===== config.mk =====
export PLATFORM = sky130hd
export DESIGN_NAME = aifl_top
export DESIGN_NICKNAME = d
export VERILOG_FILES = /design/src/design/aifl_pkg.sv /design/src/design/aifl_sync.sv /design/src/design/aifl_top.sv
export SDC_FILE = /design/constraint.sdc
export NUM_CORES = 1
export LEC_CHECK = 0
export ABC_AREA = 0
export BUFFER_PORTS_ARGS = -buffer_cell sky130_fd_sc_hd__buf_2
export CORE_UTILIZATION = 50
export CTS_CLUSTER_SIZE = 10
export DETAILED_ROUTE_END_ITERATION = 7
export PLACE_DENSITY = 0.91
export SYNTH_ARGS = -nofsm -noshare
export SYNTH_HDL_FRONTEND = slang
export SYNTH_SLANG_ARGS = --single-unit
export TNS_END_PERCENT = 20

===== constraint.sdc =====
create_clock -name clk_i -period 4 [get_ports clk_i]
set_clock_uncertainty 0.2 [all_clocks]
set_input_delay 0.8 -clock clk_i [delete_from_list [all_inputs] [get_ports clk_i]]
set_output_delay 0.8 -clock clk_i [all_outputs]
set_load 0.03 [all_outputs]

===== src/design/aifl_pkg.sv =====
// Operation
// - end-limit stops set error bits 0, 1
// - alarm stop or alarm-while-stopped sets bit 2
// - simultaneous-stop line stop sets bit 3
// - emergency input or command 05h sets bit 4
// - slow-down stop sets error bit 5
// - pulser buffer overflow stop sets bit 6
// - encoder error bit 7, pulser error bit 8
// - software-limit stops set bits 9, 10
// - normal stop and prereg free: bits 0, 1
// - accel/decel phases map to bits 2..5
// - comparator matches set status bits 6, 7
// - latch, origin, slow-down set bits 8..10
// - switch changes bits 11, 12, enable 11
// - start line low: status 13, enable 12
// - soft-limit events bits 14, 15, ungated
// - origin-decel stop option stop sets bit 16
// - motion start: status 17, enable 14
// - latch three/four: status 18, 19
// - errors always interrupt; events only enabled, bar 14, 15
// - interrupt holds until all factors cleared
// - manual mode: write-one clears via B2h/B3h
// - F2h copies errors; auto mode clears
package aifl_pkg;
  localparam int unsigned ERR_W = 11;
  localparam int unsigned EVT_W = 20;
  localparam int unsigned EN_W = 18;
  localparam int unsigned BUF_W = 32;
  localparam logic [7:0] CMD_EMERGENCY = 8'h05;
  localparam logic [7:0] CMD_WR_MASK = 8'hac;
  localparam logic [7:0] CMD_CLR_ERR = 8'hb2;
  localparam logic [7:0] CMD_CLR_EVT = 8'hb3;
  localparam logic [7:0] CMD_RD_ERR = 8'hf2;
  localparam logic [7:0] CMD_RD_EVT = 8'hf3;
  localparam int unsigned ERR_EMERGENCY = 4;
  localparam logic [EN_W-1:0] EN_RESET = 18'h00000;
  // status bit -> enable bit position; soft limits have none
  localparam int unsigned NO_EN = 31;
  function automatic int unsigned aifl_en_pos(input int unsigned st);
    if (st <= 10) begin
      return st;
    end else if (st <= 12) begin
      return 11;
    end else if (st == 13) begin
      return 12;
    end else if (st <= 15) begin
      return NO_EN;
    end else if (st == 16) begin
      return 13;
    end else if (st == 17) begin
      return 14;
    end else begin
      return st - 2;
    end
  endfunction
endpackage


===== src/design/aifl_sync.sv =====
`timescale 1ns/10ps
module aifl_sync #(
  parameter int unsigned W = 1
) (
  input wire logic clk_i,
  input wire logic rst_n_i,
  input wire logic [W-1:0] d_i,
  output logic [W-1:0] q_o
);
  logic [W-1:0] meta;
  logic [W-1:0] next_meta;
  logic [W-1:0] next_q;
  always_comb begin
    next_meta = d_i;
    next_q = meta;
  end
  always_ff @(posedge clk_i or negedge rst_n_i) begin
    if (!rst_n_i) begin
      meta <= '0;
      q_o <= '0;
    end else begin
      meta <= next_meta;
      q_o <= next_q;
    end
  end
endmodule


===== src/design/aifl_top.sv =====
`timescale 1ns/10ps
module aifl_top (
  input wire logic clk_i,
  input wire logic rst_n_i,
  // host command port, same clock domain
  input wire logic cmd_we_i,
  input wire logic [7:0] cmd_code_i,
  input wire logic [31:0] buf_wdata_i,
  input wire logic manual_clear_i,
  output logic [31:0] buf_rdata_o,
  output logic buf_rvalid_o,
  // cause pulses from the axis logic, same clock domain
  input wire logic stop_pos_end_i,
  input wire logic stop_neg_end_i,
  input wire logic stop_alarm_i,
  input wire logic stop_simul_i,
  input wire logic stop_slowdown_i,
  input wire logic stop_pulser_ovf_i,
  input wire logic stop_pos_soft_i,
  input wire logic stop_neg_soft_i,
  input wire logic stop_normal_i,
  input wire logic stop_in_decel_i,
  input wire logic axis_stopped_i,
  input wire logic encoder_err_i,
  input wire logic pulser_err_i,
  input wire logic prereg_free_i,
  input wire logic accel_begin_i,
  input wire logic accel_end_i,
  input wire logic decel_begin_i,
  input wire logic decel_end_i,
  input wire logic compare_one_i,
  input wire logic compare_two_i,
  input wire logic count_latch_i,
  input wire logic latch_three_i,
  input wire logic latch_four_i,
  input wire logic motion_start_i,
  input wire logic pos_soft_det_i,
  input wire logic neg_soft_det_i,
  input wire logic origin_decel_stop_option_i,
  // pins, asynchronous
  input wire logic alarm_pin_i,
  input wire logic emergency_pin_i,
  input wire logic origin_pin_i,
  input wire logic slowdown_pin_i,
  input wire logic pos_switch_pin_i,
  input wire logic neg_switch_pin_i,
  input wire logic simultaneous_start_line_i,
  // other axes pending factors
  input wire logic other_axes_pending_i,
  output logic int_n_o,
  output logic [aifl_pkg::ERR_W-1:0] error_factor_flags_o,
  output logic [aifl_pkg::EVT_W-1:0] event_factor_flags_o
);
  // ==================================================
  // reset release
  logic rst_meta;
  logic rst_n;
  logic next_rst_meta;
  logic next_rst_n;
  // release takes two edges so no flop leaves reset on a metastable copy
  always_comb begin
    next_rst_meta = 1'b1;
    next_rst_n = rst_meta;
  end
  always_ff @(posedge clk_i or negedge rst_n_i) begin
    if (!rst_n_i) begin
      rst_meta <= 1'b0;
      rst_n <= 1'b0;
    end else begin
      rst_meta <= next_rst_meta;
      rst_n <= next_rst_n;
    end
  end

  // ==================================================
  // pin synchronisers and edge detect
  localparam int unsigned PIN_W = 7;
  logic [PIN_W-1:0] pin_s;
  logic [PIN_W-1:0] pin_d;
  aifl_sync #(.W(PIN_W)) u_sync (
    .clk_i(clk_i),
    .rst_n_i(rst_n),
    .d_i({simultaneous_start_line_i, neg_switch_pin_i, pos_switch_pin_i,
          slowdown_pin_i, origin_pin_i, emergency_pin_i, alarm_pin_i}),
    .q_o(pin_s)
  );
  logic [PIN_W-1:0] next_pin_d;
  // edges ignored until synchroniser and delay stage hold real pin levels
  localparam int unsigned FILL_W = 3;
  logic [FILL_W-1:0] pin_fill;
  logic [FILL_W-1:0] next_pin_fill;
  logic pin_armed;
  logic alarm_rise;
  logic emg_rise;
  logic origin_rise;
  logic sd_rise;
  logic pos_chg;
  logic neg_chg;
  logic start_fall;
  always_comb begin
    next_pin_d = pin_s;
    next_pin_fill = {pin_fill[FILL_W-2:0], 1'b1};
    pin_armed = pin_fill[FILL_W-1];
    alarm_rise = pin_armed & pin_s[0] & ~pin_d[0];
    emg_rise = pin_armed & pin_s[1] & ~pin_d[1];
    origin_rise = pin_armed & pin_s[2] & ~pin_d[2];
    sd_rise = pin_armed & pin_s[3] & ~pin_d[3];
    pos_chg = pin_armed & (pin_s[4] ^ pin_d[4]);
    neg_chg = pin_armed & (pin_s[5] ^ pin_d[5]);
    start_fall = pin_armed & ~pin_s[6] & pin_d[6];
  end
  // a pin already active at reset release gives no event
  always_ff @(posedge clk_i or negedge rst_n) begin
    if (!rst_n) begin
      pin_d <= '0;
      pin_fill <= '0;
    end else begin
      pin_d <= next_pin_d;
      pin_fill <= next_pin_fill;
    end
  end

  // ==================================================
  // factor sources
  logic [aifl_pkg::ERR_W-1:0] err_set;
  logic [aifl_pkg::EVT_W-1:0] evt_src;
  logic [aifl_pkg::EVT_W-1:0] evt_set;
  logic [aifl_pkg::EN_W-1:0] event_enable_mask;
  // padded so the unused enable position stays inside the vector
  logic [31:0] mask_wide;
  logic cmd_emg;
  always_comb begin
    mask_wide = {14'h0000, event_enable_mask};
    cmd_emg = cmd_we_i && (cmd_code_i == aifl_pkg::CMD_EMERGENCY);
    err_set[0] = stop_pos_end_i;
    err_set[1] = stop_neg_end_i;
    err_set[2] = stop_alarm_i | (alarm_rise & axis_stopped_i);
    err_set[3] = stop_simul_i;
    err_set[aifl_pkg::ERR_EMERGENCY] = emg_rise | cmd_emg;
    err_set[5] = stop_slowdown_i;
    err_set[6] = stop_pulser_ovf_i;
    err_set[7] = encoder_err_i;
    err_set[8] = pulser_err_i;
    err_set[9] = stop_pos_soft_i;
    err_set[10] = stop_neg_soft_i;
    evt_src[0] = stop_normal_i;
    evt_src[1] = prereg_free_i;
    evt_src[2] = accel_begin_i;
    evt_src[3] = accel_end_i;
    evt_src[4] = decel_begin_i;
    evt_src[5] = decel_end_i;
    evt_src[6] = compare_one_i;
    evt_src[7] = compare_two_i;
    evt_src[8] = count_latch_i;
    evt_src[9] = origin_rise;
    evt_src[10] = sd_rise;
    evt_src[11] = pos_chg;
    evt_src[12] = neg_chg;
    evt_src[13] = start_fall;
    evt_src[14] = pos_soft_det_i;
    evt_src[15] = neg_soft_det_i;
    evt_src[16] = stop_in_decel_i & origin_decel_stop_option_i;
    evt_src[17] = motion_start_i;
    evt_src[18] = latch_three_i;
    evt_src[19] = latch_four_i;
    for (int unsigned i = 0; i < aifl_pkg::EVT_W; i++) begin
      if (aifl_pkg::aifl_en_pos(i) == aifl_pkg::NO_EN) begin
        evt_set[i] = evt_src[i];
      end else begin
        evt_set[i] = evt_src[i] & mask_wide[aifl_pkg::aifl_en_pos(i)];
      end
    end
  end

  // ==================================================
  // command decode and registers
  logic [aifl_pkg::ERR_W-1:0] err_q;
  logic [aifl_pkg::EVT_W-1:0] evt_q;
  logic [aifl_pkg::ERR_W-1:0] next_err;
  logic [aifl_pkg::EVT_W-1:0] next_evt;
  logic [aifl_pkg::EN_W-1:0] next_mask;
  logic [31:0] next_rdata;
  logic next_rvalid;
  logic [aifl_pkg::ERR_W-1:0] err_clr;
  logic [aifl_pkg::EVT_W-1:0] evt_clr;
  always_comb begin
    next_mask = event_enable_mask;
    next_rdata = buf_rdata_o;
    next_rvalid = 1'b0;
    err_clr = '0;
    evt_clr = '0;
    if (cmd_we_i) begin
      case (cmd_code_i)
        aifl_pkg::CMD_WR_MASK: begin
          next_mask = buf_wdata_i[aifl_pkg::EN_W-1:0];
        end
        aifl_pkg::CMD_CLR_ERR: begin
          if (manual_clear_i) begin
            err_clr = buf_wdata_i[aifl_pkg::ERR_W-1:0];
          end
        end
        aifl_pkg::CMD_CLR_EVT: begin
          if (manual_clear_i) begin
            evt_clr = buf_wdata_i[aifl_pkg::EVT_W-1:0];
          end
        end
        aifl_pkg::CMD_RD_ERR: begin
          next_rdata = {21'h000000, err_q};
          next_rvalid = 1'b1;
          if (!manual_clear_i) begin
            err_clr = err_q;
          end
        end
        aifl_pkg::CMD_RD_EVT: begin
          next_rdata = {12'h000, evt_q};
          next_rvalid = 1'b1;
          if (!manual_clear_i) begin
            evt_clr = evt_q;
          end
        end
        default: begin
        end
      endcase
    end
    // set beats clear in the same cycle; bits stay until cleared
    next_err = (err_q & ~err_clr) | err_set;
    next_evt = (evt_q & ~evt_clr) | evt_set;
  end
  always_ff @(posedge clk_i or negedge rst_n) begin
    if (!rst_n) begin
      err_q <= '0;
      evt_q <= '0;
      event_enable_mask <= aifl_pkg::EN_RESET;
      buf_rdata_o <= 32'h00000000;
      buf_rvalid_o <= 1'b0;
    end else begin
      err_q <= next_err;
      evt_q <= next_evt;
      event_enable_mask <= next_mask;
      buf_rdata_o <= next_rdata;
      buf_rvalid_o <= next_rvalid;
    end
  end

  // ==================================================
  // interrupt request, registered, active low
  logic next_int_n;
  always_comb begin
    next_int_n = ~((|err_q) | (|evt_q) | other_axes_pending_i);
  end
  always_ff @(posedge clk_i or negedge rst_n) begin
    if (!rst_n) begin
      int_n_o <= 1'b1;
    end else begin
      int_n_o <= next_int_n;
    end
  end

  assign error_factor_flags_o = err_q;
  assign event_factor_flags_o = evt_q;
endmodule


==> metrics.log, run 1 <==
INFO  metric dp_slack = 1.03 ns
INFO  metric floorplan.initialDensity = a little over half
INFO  metric layout_cell_share_with_drive_strength_beyond_1 = 37.7%
INFO  metric antenna_cells_inserted = 0
INFO  metric power.density_cell_area = 388 nW/um^2
INFO  metric ys_types = 44
INFO  metric floorplan.rows = 32
INFO  metric met1_length = 4.04 mm
INFO  metric grt_first_pass_wirelength = 15.9 mm
INFO  metric grt_setup_unrepaired = no
INFO  metric reg2reg_to = event_factor_flags_o[16]$_DFF_PN0_
INFO  metric number_of_antenna_violations_at_the_first_check_in_global_routing = 0
INFO  metric tritoncts = built
INFO  metric multi_input_comb_area = 1510 sq um
INFO  metric tightest_slew = 0.790 ns
INFO  metric root_buffer = sky130_fd_sc_hd__clkbuf_8
INFO  metric layout.cells.most_common_list = 119 x sky130_fd_sc_hd__buf_2, 94 x sky130_fd_sc_hd__dfrtp_1
INFO  metric detail_route.drc_violations = 0
INFO  metric hold_slack = 0.153 ns
INFO  metric clock-sinks = 96
INFO  metric fillers = 604
INFO  metric cts_setup_buffers = 0
INFO  metric wirelength = 10.0 mm
INFO  metric hold_removal_path_class = reg2reg
INFO  metric post-synth-top-area-cell = sky130_fd_sc_hd__dfrtp_1
INFO  metric post_synth_instance_area = 4060 sq um
INFO  metric ant_nets = 0
INFO  metric postLayoutCoreUtil = a little over three fifths
INFO  metric setup_violations = 0
INFO  metric synth_top_area_share = 58.5%
INFO  metric globalRoute.totalOverflow = 0
INFO  metric reg2reg_slack = 2.45 ns
INFO  metric ir_drop = around 280 uV
INFO  metric register_area = 2410 sq um
INFO  metric routed_wire_length_per_instance = 18.3 um
INFO  metric slew_headroom = 46.9%
INFO  metric ffs_latches_synth = 96
INFO  metric die_height = 92.2 um
INFO  metric synthesis.area_per_instance = 12.5 sq um
INFO  metric postLayoutSetupSlackWorst = 1.32 ns
INFO  metric critical_path.max_fanout = 15
INFO  metric most_common_cell_after_layout_fill_and_taps_aside = sky130_fd_sc_hd__buf_2
INFO  metric result_of_the_run = finished, final reports clean
INFO  metric post_drt_via_cell_ratio = 5.80
INFO  metric die_area = about 8500 sq um
INFO  metric clkLatencyLatePin = 0.36 ns
INFO  metric yosysSeqAreaShare = 59.1%
INFO  metric clkTransAtPathRegs = 0.09 ns
INFO  metric drtPass1Iterations = 4
INFO  metric grt_usage = 24.8%
INFO  metric cts.repair.resized = 0
INFO  metric timing.fmax = roughly 0.37 GHz
INFO  metric reg2reg_depth = 1
INFO  metric synth.top_cells.by_area = sky130_fd_sc_hd__dfrtp_1 58%, sky130_fd_sc_hd__mux2_4 3.7%, sky130_fd_sc_hd__a221o_1 3.2%
INFO  metric drv_cap = 0
INFO  metric critical_path_capture_point = event_factor_flags_o[18]$_DFF_PN0_
INFO  metric endpoint_kind = register
INFO  metric layout-area-overhead-vs-synth = 20.7%
INFO  metric timing.rr.start = rst_n$_DFF_PN0_
INFO  metric dpl_cell_area = 4700 sq um
INFO  metric routed-via-count = 3176
INFO  metric wl_met2 = 5.02 mm
INFO  metric synth_async_sr_flop_share = 100%
INFO  metric synthFlopType = sky130_fd_sc_hd__dfrtp_1
INFO  metric grt_start_max_net_pins = 64
INFO  metric p_leak = 2.29 nW
INFO  metric pin_count = 144
INFO  metric number_of_port_buffers = ~120
INFO  metric hold_violations_final = 0
INFO  metric synth_edf_count = 0
INFO  metric setup-tns-final = 0 ns
INFO  metric floorplan.core_area = 7810 sq um
INFO  metric fin_area = between 4000 and 5000 sq um
INFO  metric die_w = 92.2 um
INFO  metric gp_congestion = between 0.9 and 1
INFO  metric yosys_warnings = 0
INFO  metric required = a little over 4 ns
INFO  metric critPathArrivalTime = around 2.7 ns
INFO  metric detailedPlacementHpwl = 7.37 mm
INFO  metric critical_path.startpoint_type = input pin
INFO  metric period_minus_slack = 2.68 ns
INFO  metric worst_setup_path_startpoint = cmd_code_i[0]
INFO  metric timing.final.crit_share = 67.0%
INFO  metric tritoncts.num_buffers = 9
INFO  metric detailroute.wirelength.met3 = 676 um
INFO  metric ws_path_type = in2reg
INFO  metric cts.htree.levels = 3
INFO  metric dr.first_iter.drc_count = 163
INFO  metric route.top_layer_used = met4
INFO  metric layout.nets = 520
INFO  metric cts.path.max_buffers = 2
INFO  metric syn-instance-count = 324
INFO  metric timing_max_transition_violations_final = 0
INFO  metric grt_pass1_vias = 3201
==> report_power, final <==
group,internal (mW),switching (mW),total (mW)
logic,0.0843,0.142,0.226
clock network,0.305,0.319,0.624
registers,1.02,0.0382,1.05
total,1.41,0.499,1.90
==> cell families (layout without fill, tap and decap cells) <==
family / Yosys count / count (layout) / synth area share (%)
compound gates: 93 / 93 / 16.5
flops: 96 / 96 / 59.1
mux: 17 / 17 / 5.63
other cells: 2 / 14 / 0.185
xor+xnor: 2 / 2 / 0.431
simple gates: 76 / 76 / 12.8
buf+inv: 38 / 148 / 5.30
==> Yosys cell counts (8+ instances only) <==
library cell,n
sky130_fd_sc_hd__dfrtp_1,95
sky130_fd_sc_hd__a31oi_1,14
sky130_fd_sc_hd__nand2_1,14
sky130_fd_sc_hd__o211ai_1,14
sky130_fd_sc_hd__a21oi_1,13
sky130_fd_sc_hd__a221o_1,13
sky130_fd_sc_hd__clkbuf_1,13
sky130_fd_sc_hd__buf_4,12
sky130_fd_sc_hd__and3b_1,11
sky130_fd_sc_hd__o21ai_0,11
sky130_fd_sc_hd__a21o_1,10
sky130_fd_sc_hd__mux2_4,10
sky130_fd_sc_hd__a22o_1,9
sky130_fd_sc_hd__nor3b_1,9
sky130_fd_sc_hd__inv_1,8
sky130_fd_sc_hd__nor4_1,8
==> what timing repair did <==
action | in CTS | in global routing
hold buffers | 1 | 0
endpoints found under the hold margin | 2 | 0
endpoints found under the setup margin | 0 | 0
==> layer usage <==
metal | global-route usage [%] | vias up
met4 | 15.4 | 0
li1 | - | 1423
met3 | 4.81 | 28
met1 | 31.3 | 1578
met2 | 39.4 | 147
met5 | 0 | -
==> how the worst min path moves through the flow <==
stage,startpoint,slack [ns],depth (start not counted),endpoint
global route,u_sync.meta[4]$_DFF_PN0_,0.16,0,u_sync.q_o[4]$_DFF_PN0_
global placement,pin_fill[0]$_DFF_PN0_,0.13,0,pin_fill[1]$_DFF_PN0_
finish,pin_fill[1]$_DFF_PN0_,0.15,0,pin_fill[2]$_DFF_PN0_
floorplan,pin_fill[0]$_DFF_PN0_,0.13,0,pin_fill[1]$_DFF_PN0_
detailed placement,pin_fill[1]$_DFF_PN0_,0.13,0,pin_fill[2]$_DFF_PN0_
CTS,pin_fill[1]$_DFF_PN0_,0.15,0,pin_fill[2]$_DFF_PN0_
==> cell type report <==
cell class | instances | share of cell area, %
sequential | 96 | 49.1
multi-input combinational | 202 | 30.7
timing repair buffer | 124 | 13.0
clock buffer | 11 | 2.88
tap | 102 | 2.60
clock inverter | 5 | 1.15
inverter | 8 | 0.612
==> critical path: stages <==
cell and delay (ns):
sky130_fd_sc_hd__buf_2 0.24, sky130_fd_sc_hd__nand4bb_1 0.50, sky130_fd_sc_hd__or3_1 0.77, sky130_fd_sc_hd__a221o_1 0.41
==> state kept, by name, summed over array words and instances (netlist names), 3 cells and up <==
register	flops
pin_fill	3
error_factor_flags_o	11
event_factor_flags_o	20
pin_d	7
buf_rdata_o	20
u_sync.meta	7
u_sync.q_o	7
event_enable_mask	17
==> metrics by stage <==
step	instances	power [mW]
3_3_place_gp	531	1.29
3_5_place_dp	531	1.30
5_1_grt	548	1.97
6_report	548	1.90
2_1_floorplan	336	1.21
4_1_cts	548	1.91
Power figures use the tool's default switching activity.
==> inputs of run 2 (changes only) <==
CORE_UTILIZATION = 45   (was 50)
PLACE_DENSITY = 0.87   (was 0.91)
clock period = 2.18 ns   (was 4 ns; I/O delays follow)
==> run 2 against run 1 <==
Routed wire length down 0.85%. Power increased by 79%. Register-to-register slack lost 1.7 ns. Critical path type is now reg2out. Worst setup slack got worse by 0.90 ns. Cell count increased by 4.7%. Global-route usage decreased by 3.4 points. Non-clock buffer count rose by 20. Hold slack got worse by 0.097 ns. Combinational power increased by 97%. Critical path depth decreased by 3. Largest cell class unchanged. Clock power increased by 65%.
==> metrics.log, run 2 (synthesis gave the netlist of run 1 again) <==
INFO  metric number_of_antenna_violations_at_the_first_check_in_global_routing = 0
INFO  metric wl_met2 = 4.78 mm
INFO  metric ant_nets = 0
INFO  metric ws_path_type = reg2out
INFO  metric result_of_the_run = finished, final reports clean
INFO  metric crit_slowest_cell = sky130_fd_sc_hd__dfrtp_1
INFO  metric clock-sinks = 96
INFO  metric post_drt_via_cell_ratio = 5.63
INFO  metric timing.critical_path.cells = buf_2
INFO  metric pin_count = about 140
INFO  metric cts.htree.levels = 3
INFO  metric grt_first_pass_wirelength = around 16 mm
INFO  metric timing_max_transition_violations_final = 0
INFO  metric floorplan.rows = 34
INFO  metric required = ~1.5 ns
INFO  metric power.density_cell_area = 671 nW/um^2
INFO  metric layout_cell_share_with_drive_strength_beyond_1 = 38.8%
INFO  metric grt_pass1_vias = 3125
INFO  metric die_w = 97.0 um
INFO  metric setup_violations = 0
INFO  metric number_of_port_buffers = 119
INFO  metric floorplan.core_area = 8720 sq um
INFO  metric routed_wire_length_per_instance = between 15 and 20 um
INFO  metric layout.cells.most_common_list = 119 x sky130_fd_sc_hd__buf_2, 94 x sky130_fd_sc_hd__dfrtp_1, 16 x sky130_fd_sc_hd__buf_4
INFO  metric route.top_layer_used = met4
INFO  metric grt_start_max_net_pins = 44
INFO  metric top_cell_family_by_delay_on_the_critical_path = flip-flops
INFO  metric floorplan.initialDensity = 46.6%
INFO  metric detailedPlacementHpwl = 7.50 mm
INFO  metric timing.fmax = 0.569 GHz
INFO  metric tightest_slew = 0.597 ns
INFO  metric tritoncts.num_buffers = 9
INFO  metric antenna_cells_inserted = 0
INFO  metric grt_setup_unrepaired = no
INFO  metric hold_violations_final = 0
INFO  metric wirelength = about 10 mm
INFO  metric die_area = 9410 sq um
INFO  metric cts.path.max_buffers = 2
INFO  metric timing.critical_path.slowest_cell_delay = 0.51 ns
INFO  metric hold_removal_path_class = in2reg
INFO  metric die_height = 97.0 um
INFO  metric drtPass1Iterations = 4
INFO  metric routed-via-count = 3233
INFO  metric critPathArrivalTime = roughly 1.1 ns
INFO  metric dr.first_iter.drc_count = 192
INFO  metric cts.repair.resized = 0
INFO  metric detailroute.wirelength.met3 = 550 um
INFO  metric detail_route.drc_violations = 0
INFO  metric globalRoute.totalOverflow = 0
INFO  metric cp.buffers_inverters = 1
INFO  metric layout.nets = 540
INFO  metric root_buffer = sky130_fd_sc_hd__clkbuf_8
INFO  metric slew_headroom = 60.2%
INFO  metric met1_length = 4.25 mm
INFO  metric period_minus_slack = 1.76 ns
INFO  metric critical_path.startpoint_type = register
INFO  metric clkTransAtPathRegs = 0.10 ns
INFO  metric p_leak = approximately 2.4 nW
INFO  metric postLayoutCoreUtil = 58.1%
INFO  metric setup-tns-final = 0 ns
INFO  metric drv_cap = 0
INFO  metric critical_path.max_fanout = 5
INFO  metric grt_usage = about a fifth
INFO  metric gp_congestion = around 0.91
INFO  metric tritoncts = built
INFO  metric most_common_cell_after_layout_fill_and_taps_aside = sky130_fd_sc_hd__buf_2
INFO  metric layout-area-overhead-vs-synth = 24.8%
INFO  metric reg2reg_slack = 0.77 ns
INFO  metric timing.final.crit_share = between 80% and 90%
INFO  metric ir_drop = 404 uV
INFO  metric endpoint_kind = output port
INFO  metric clkLatencyLatePin = 0.35 ns
run 2: final cells by class:
cell class	count	area, sq um
Timing Repair Buffer	144	816
Clock buffer	11	141
Inverter	8	30.0
Clock inverter	5	32.5
Fill cell	714	3650
Tap cell	108	135
Multi-Input combinational cell	202	1510
Sequential cell	96	2410
run 2: per-stage QoR:
stage          std cells  setup WS, ns  hold WS (ns)  total power, mW  area (sq um)
5_1_grt              574         0.416        0.0481             3.54          5070
4_1_cts              574         0.428        0.0429             3.43          5070
3_5_place_dp         550        0.0918        0.0233             2.39          4820
6_report             574         0.423        0.0564             3.40          5070
3_3_place_gp         550         0.140        0.0211             2.38          4820
2_1_floorplan        336         0.196       -0.0596             2.23          4110
run 2: timing repair:
item                      in CTS  in global routing
hold buffers                   8                  0
hold endpoints to repair       9                  0
buffers inserted               0                  0
run 2: worst reg2reg max path: cells and delay by family, from the launching register on:
family / cells / cell delay (ns)
simple gates: 3 / 0.69
flops: 1 / 0.44
run 2: worst paths after layout:
path                                                     from                                end  cells after the start
max reg2reg                event_factor_flags_o[18]$_DFF_PN0_                  int_n_o$_DFF_PN1_                      3
min in group asynchronous                     rst_n$_DFF_PN0_              pin_fill[0]$_DFF_PN0_                      0
min reg2reg                                   rst_n$_DFF_PN0_              pin_fill[0]$_DFF_PN0_                      0
max                        event_factor_flags_o[19]$_DFF_PN0_           event_factor_flags_o[19]                      1
max in group asynchronous                     rst_n$_DFF_PN0_                  int_n_o$_DFF_PN1_                      1
min                                             encoder_err_i  error_factor_flags_o[7]$_DFF_PN0_                      2
run 2: per-layer routing:
metal	GRT usage, %	vias to the layer above
met3	4.55	29
met5	0	-
met1	27.4	1592
li1	-	1476
met2	33.6	136
met4	12.2	0
run 2: where the power goes:
| part | total, mW | switching (mW) | internal (mW) |
|---|---|---|---|
| sequential | 1.92 | 0.0598 | 1.86 |
| clock | 1.03 | 0.587 | 0.445 |
| combinational | 0.445 | 0.272 | 0.173 |
| total | 3.40 | 0.918 | 2.48 |
==> inputs of run 3 (changes only) <==
clock period = 1.5 ns   (was 2.18 ns; I/O delays follow)
==> run 3 against run 2 <==
Non-clock buffer count grew 69. Largest cell class unchanged. Critical endpoint is now int_n_o. Core utilization grew 11 points. Combinational power grew 89%. Largest power group unchanged. Global-route usage grew 5.8 points. Critical path depth is the same. The flow now finishes with violations (negative setup slack). Via count grew 16%.
==> metrics.log, run 3 (synthesis gave the netlist of run 1 again) <==
INFO  metric result_of_the_run = complete, but fails checks
INFO  metric violations_in_the_final_reports = negative setup slack
INFO  metric dr.first_iter.drc_count = 352
INFO  metric layout_cell_share_with_drive_strength_beyond_1 = 42.4%
INFO  metric antenna_cells_inserted = 0
INFO  metric crit_slowest_cell = sky130_fd_sc_hd__dfstp_2
INFO  metric globalRoute.totalOverflow = 0
INFO  metric die_height = roughly 97 um
INFO  metric grt_pass1_vias = roughly 3800
INFO  metric required = 1.00 ns
INFO  metric critical_path.startpoint_type = register
INFO  metric gp_congestion = 0.923
INFO  metric postLayoutCoreUtil = 69.4%
INFO  metric grt_usage = 27.2%
INFO  metric timing.final.crit_share = 102%
INFO  metric ir_drop = 615 uV
INFO  metric p_leak = 2.84 nW
INFO  metric ant_nets = 0
INFO  metric root_buffer = sky130_fd_sc_hd__clkbuf_8
INFO  metric p_total = 5.54 mW
INFO  metric post_layout_nonfiller_instances = approximately 640
INFO  metric die_w = 97.0 um
INFO  metric tritoncts = built
INFO  metric routed_wire_length_per_instance = 20.4 um
INFO  metric timing.fmax = 0.650 GHz
INFO  metric period_minus_slack = ~1.5 ns
INFO  metric floorplan.rows = 34
INFO  metric grt_start_max_net_pins = 53
INFO  metric cts.htree.levels = 3
INFO  metric cts.path.max_buffers = 2
INFO  metric floorplan.initialDensity = 46.6%
INFO  metric pin_count = 144
INFO  metric number_of_antenna_violations_at_the_first_check_in_global_routing = 0
INFO  metric grt_setup_unrepaired = yes
INFO  metric timing_max_transition_violations_final = 0
INFO  metric layout.cells.most_common_list = 84 x sky130_fd_sc_hd__buf_2, 73 x sky130_fd_sc_hd__dfrtp_1, 50 x sky130_fd_sc_hd__dlygate4sd3_1
INFO  metric power.density_cell_area = 916 nW/um^2
INFO  metric timing.critical_path.cells = buf_6
INFO  metric numPlacedInstances = around 570
INFO  metric post_drt_via_cell_ratio = approximately 5.8
INFO  metric hold_violations_final = 0
INFO  metric top_cell_family_by_delay_on_the_critical_path = flip-flops
INFO  metric fin_area = a little over 6000 sq um
INFO  metric layout.nets = between 600 and 700
INFO  metric die_area = 9410 sq um
INFO  metric tritoncts.num_buffers = 9
INFO  metric grt_first_pass_wirelength = approximately 20 mm
INFO  metric layout-area-overhead-vs-synth = 48.9%
INFO  metric routed-via-count = 3735
INFO  metric ws_path_type = reg2out
INFO  metric postLayoutSetupSlackWorst = -0.0375 ns
INFO  metric most_common_cell_after_layout_fill_and_taps_aside = sky130_fd_sc_hd__buf_2
INFO  metric floorplan.core_area = 8720 sq um
INFO  metric clkLatencyLatePin = about 0.37 ns
INFO  metric detail_route.drc_violations = 0
INFO  metric dpl_cell_area = 4990 sq um
INFO  metric number_of_port_buffers = 119
INFO  metric drtPass1Iterations = 7
INFO  metric clock-sinks = 96
INFO  metric wirelength = 13.1 mm
INFO  metric critPathArrivalTime = 1.04 ns
INFO  metric timing.critical_path.slowest_cell_delay = 0.54 ns
INFO  metric detailedPlacementHpwl = 7.86 mm
INFO  metric critical_path.max_fanout = 1
INFO  metric hold_removal_path_class = in2reg
INFO  metric setup_violations = 4
INFO  metric clkTransAtPathRegs = ~0.10 ns
INFO  metric endpoint_kind = output port
INFO  metric drv_cap = 0
INFO  metric cp.buffers_inverters = 1
[run 3: cell count changes in the layout (fill, tap and decap cells not counted), sizes merged]
cell and delta:
buf +25, bufinv +2, clkbuf +2, clkinv -4, dlygate4sd3 +42, dlymetal6s4s +1
inv +1
[run 3: metal layers]
| metal | wire length (um) | global-route usage, % | up-vias |
|---|---|---|---|
| met5 | 0 | 0 | - |
| met4 | 701 | 14.0 | 0 |
| met3 | 988 | 5.64 | 61 |
| met2 | 6390 | 44.5 | 253 |
| met1 | 5030 | 34.0 | 1818 |
| li1 | - | - | 1603 |
[run 3: layout make-up]
type | count | area [sq um]
Fill cell | 568 | 2670
Sequential cell | 96 | 2430
Timing Repair Buffer | 213 | 1720
Multi-Input combinational cell | 202 | 1510
Clock buffer | 12 | 145
Tap cell | 108 | 135
Clock inverter | 4 | 77.6
Inverter | 8 | 30.0
[run 3: worst paths after layout]
path | start | slack (ns) | endpoint | cells after the start
setup / recovery | int_n_o$_DFF_PN1_ | -0.04 | int_n_o | 1
hold / removal | other_axes_pending_i | 0.006 | int_n_o$_DFF_PN1_ | 4
setup reg to reg | event_factor_flags_o[17]$_DFF_PN0_ | 0.09 | int_n_o$_DFF_PN1_ | 3
hold reg to reg | rst_n$_DFF_PN0_ | 0.11 | event_factor_flags_o[9]$_DFF_PN0_ | 1
max in group asynchronous | rst_n$_DFF_PN0_ | 0.68 | int_n_o$_DFF_PN1_ | 1
min in group asynchronous | rst_n_i | 0.03 | rst_n$_DFF_PN0_ | 2
[run 3: per-stage QoR]
step / worst slack [ns] / hold WS [ns] / setup TNS, ns
4_1_cts: -0.0445 / 0.00305 / -0.103
6_report: -0.0375 / 0.00604 / -0.0637
3_3_place_gp: -0.330 / -0.115 / -17.04
5_1_grt: -0.0593 / 0.00645 / -0.290
3_5_place_dp: -0.356 / -0.113 / -18.07
2_1_floorplan: -0.298 / -0.196 / -8.18
[run 3: repair_timing]
item,CTS,global route
gates resized for setup,55,35
hold buffers,51,0
endpoints found under the hold margin,51,0
buffers inserted,6,6
pin swaps,0,6
setup endpoints to repair,30,35
cloned,0,0
[run 3: power by group]
group / switching, mW / total (mW) / internal (mW)
Clock: 0.923 / 1.92 / 0.997
Sequential: 0.0754 / 2.79 / 2.71
Combinational: 0.470 / 0.839 / 0.370
Total: 1.47 / 5.54 / 4.08
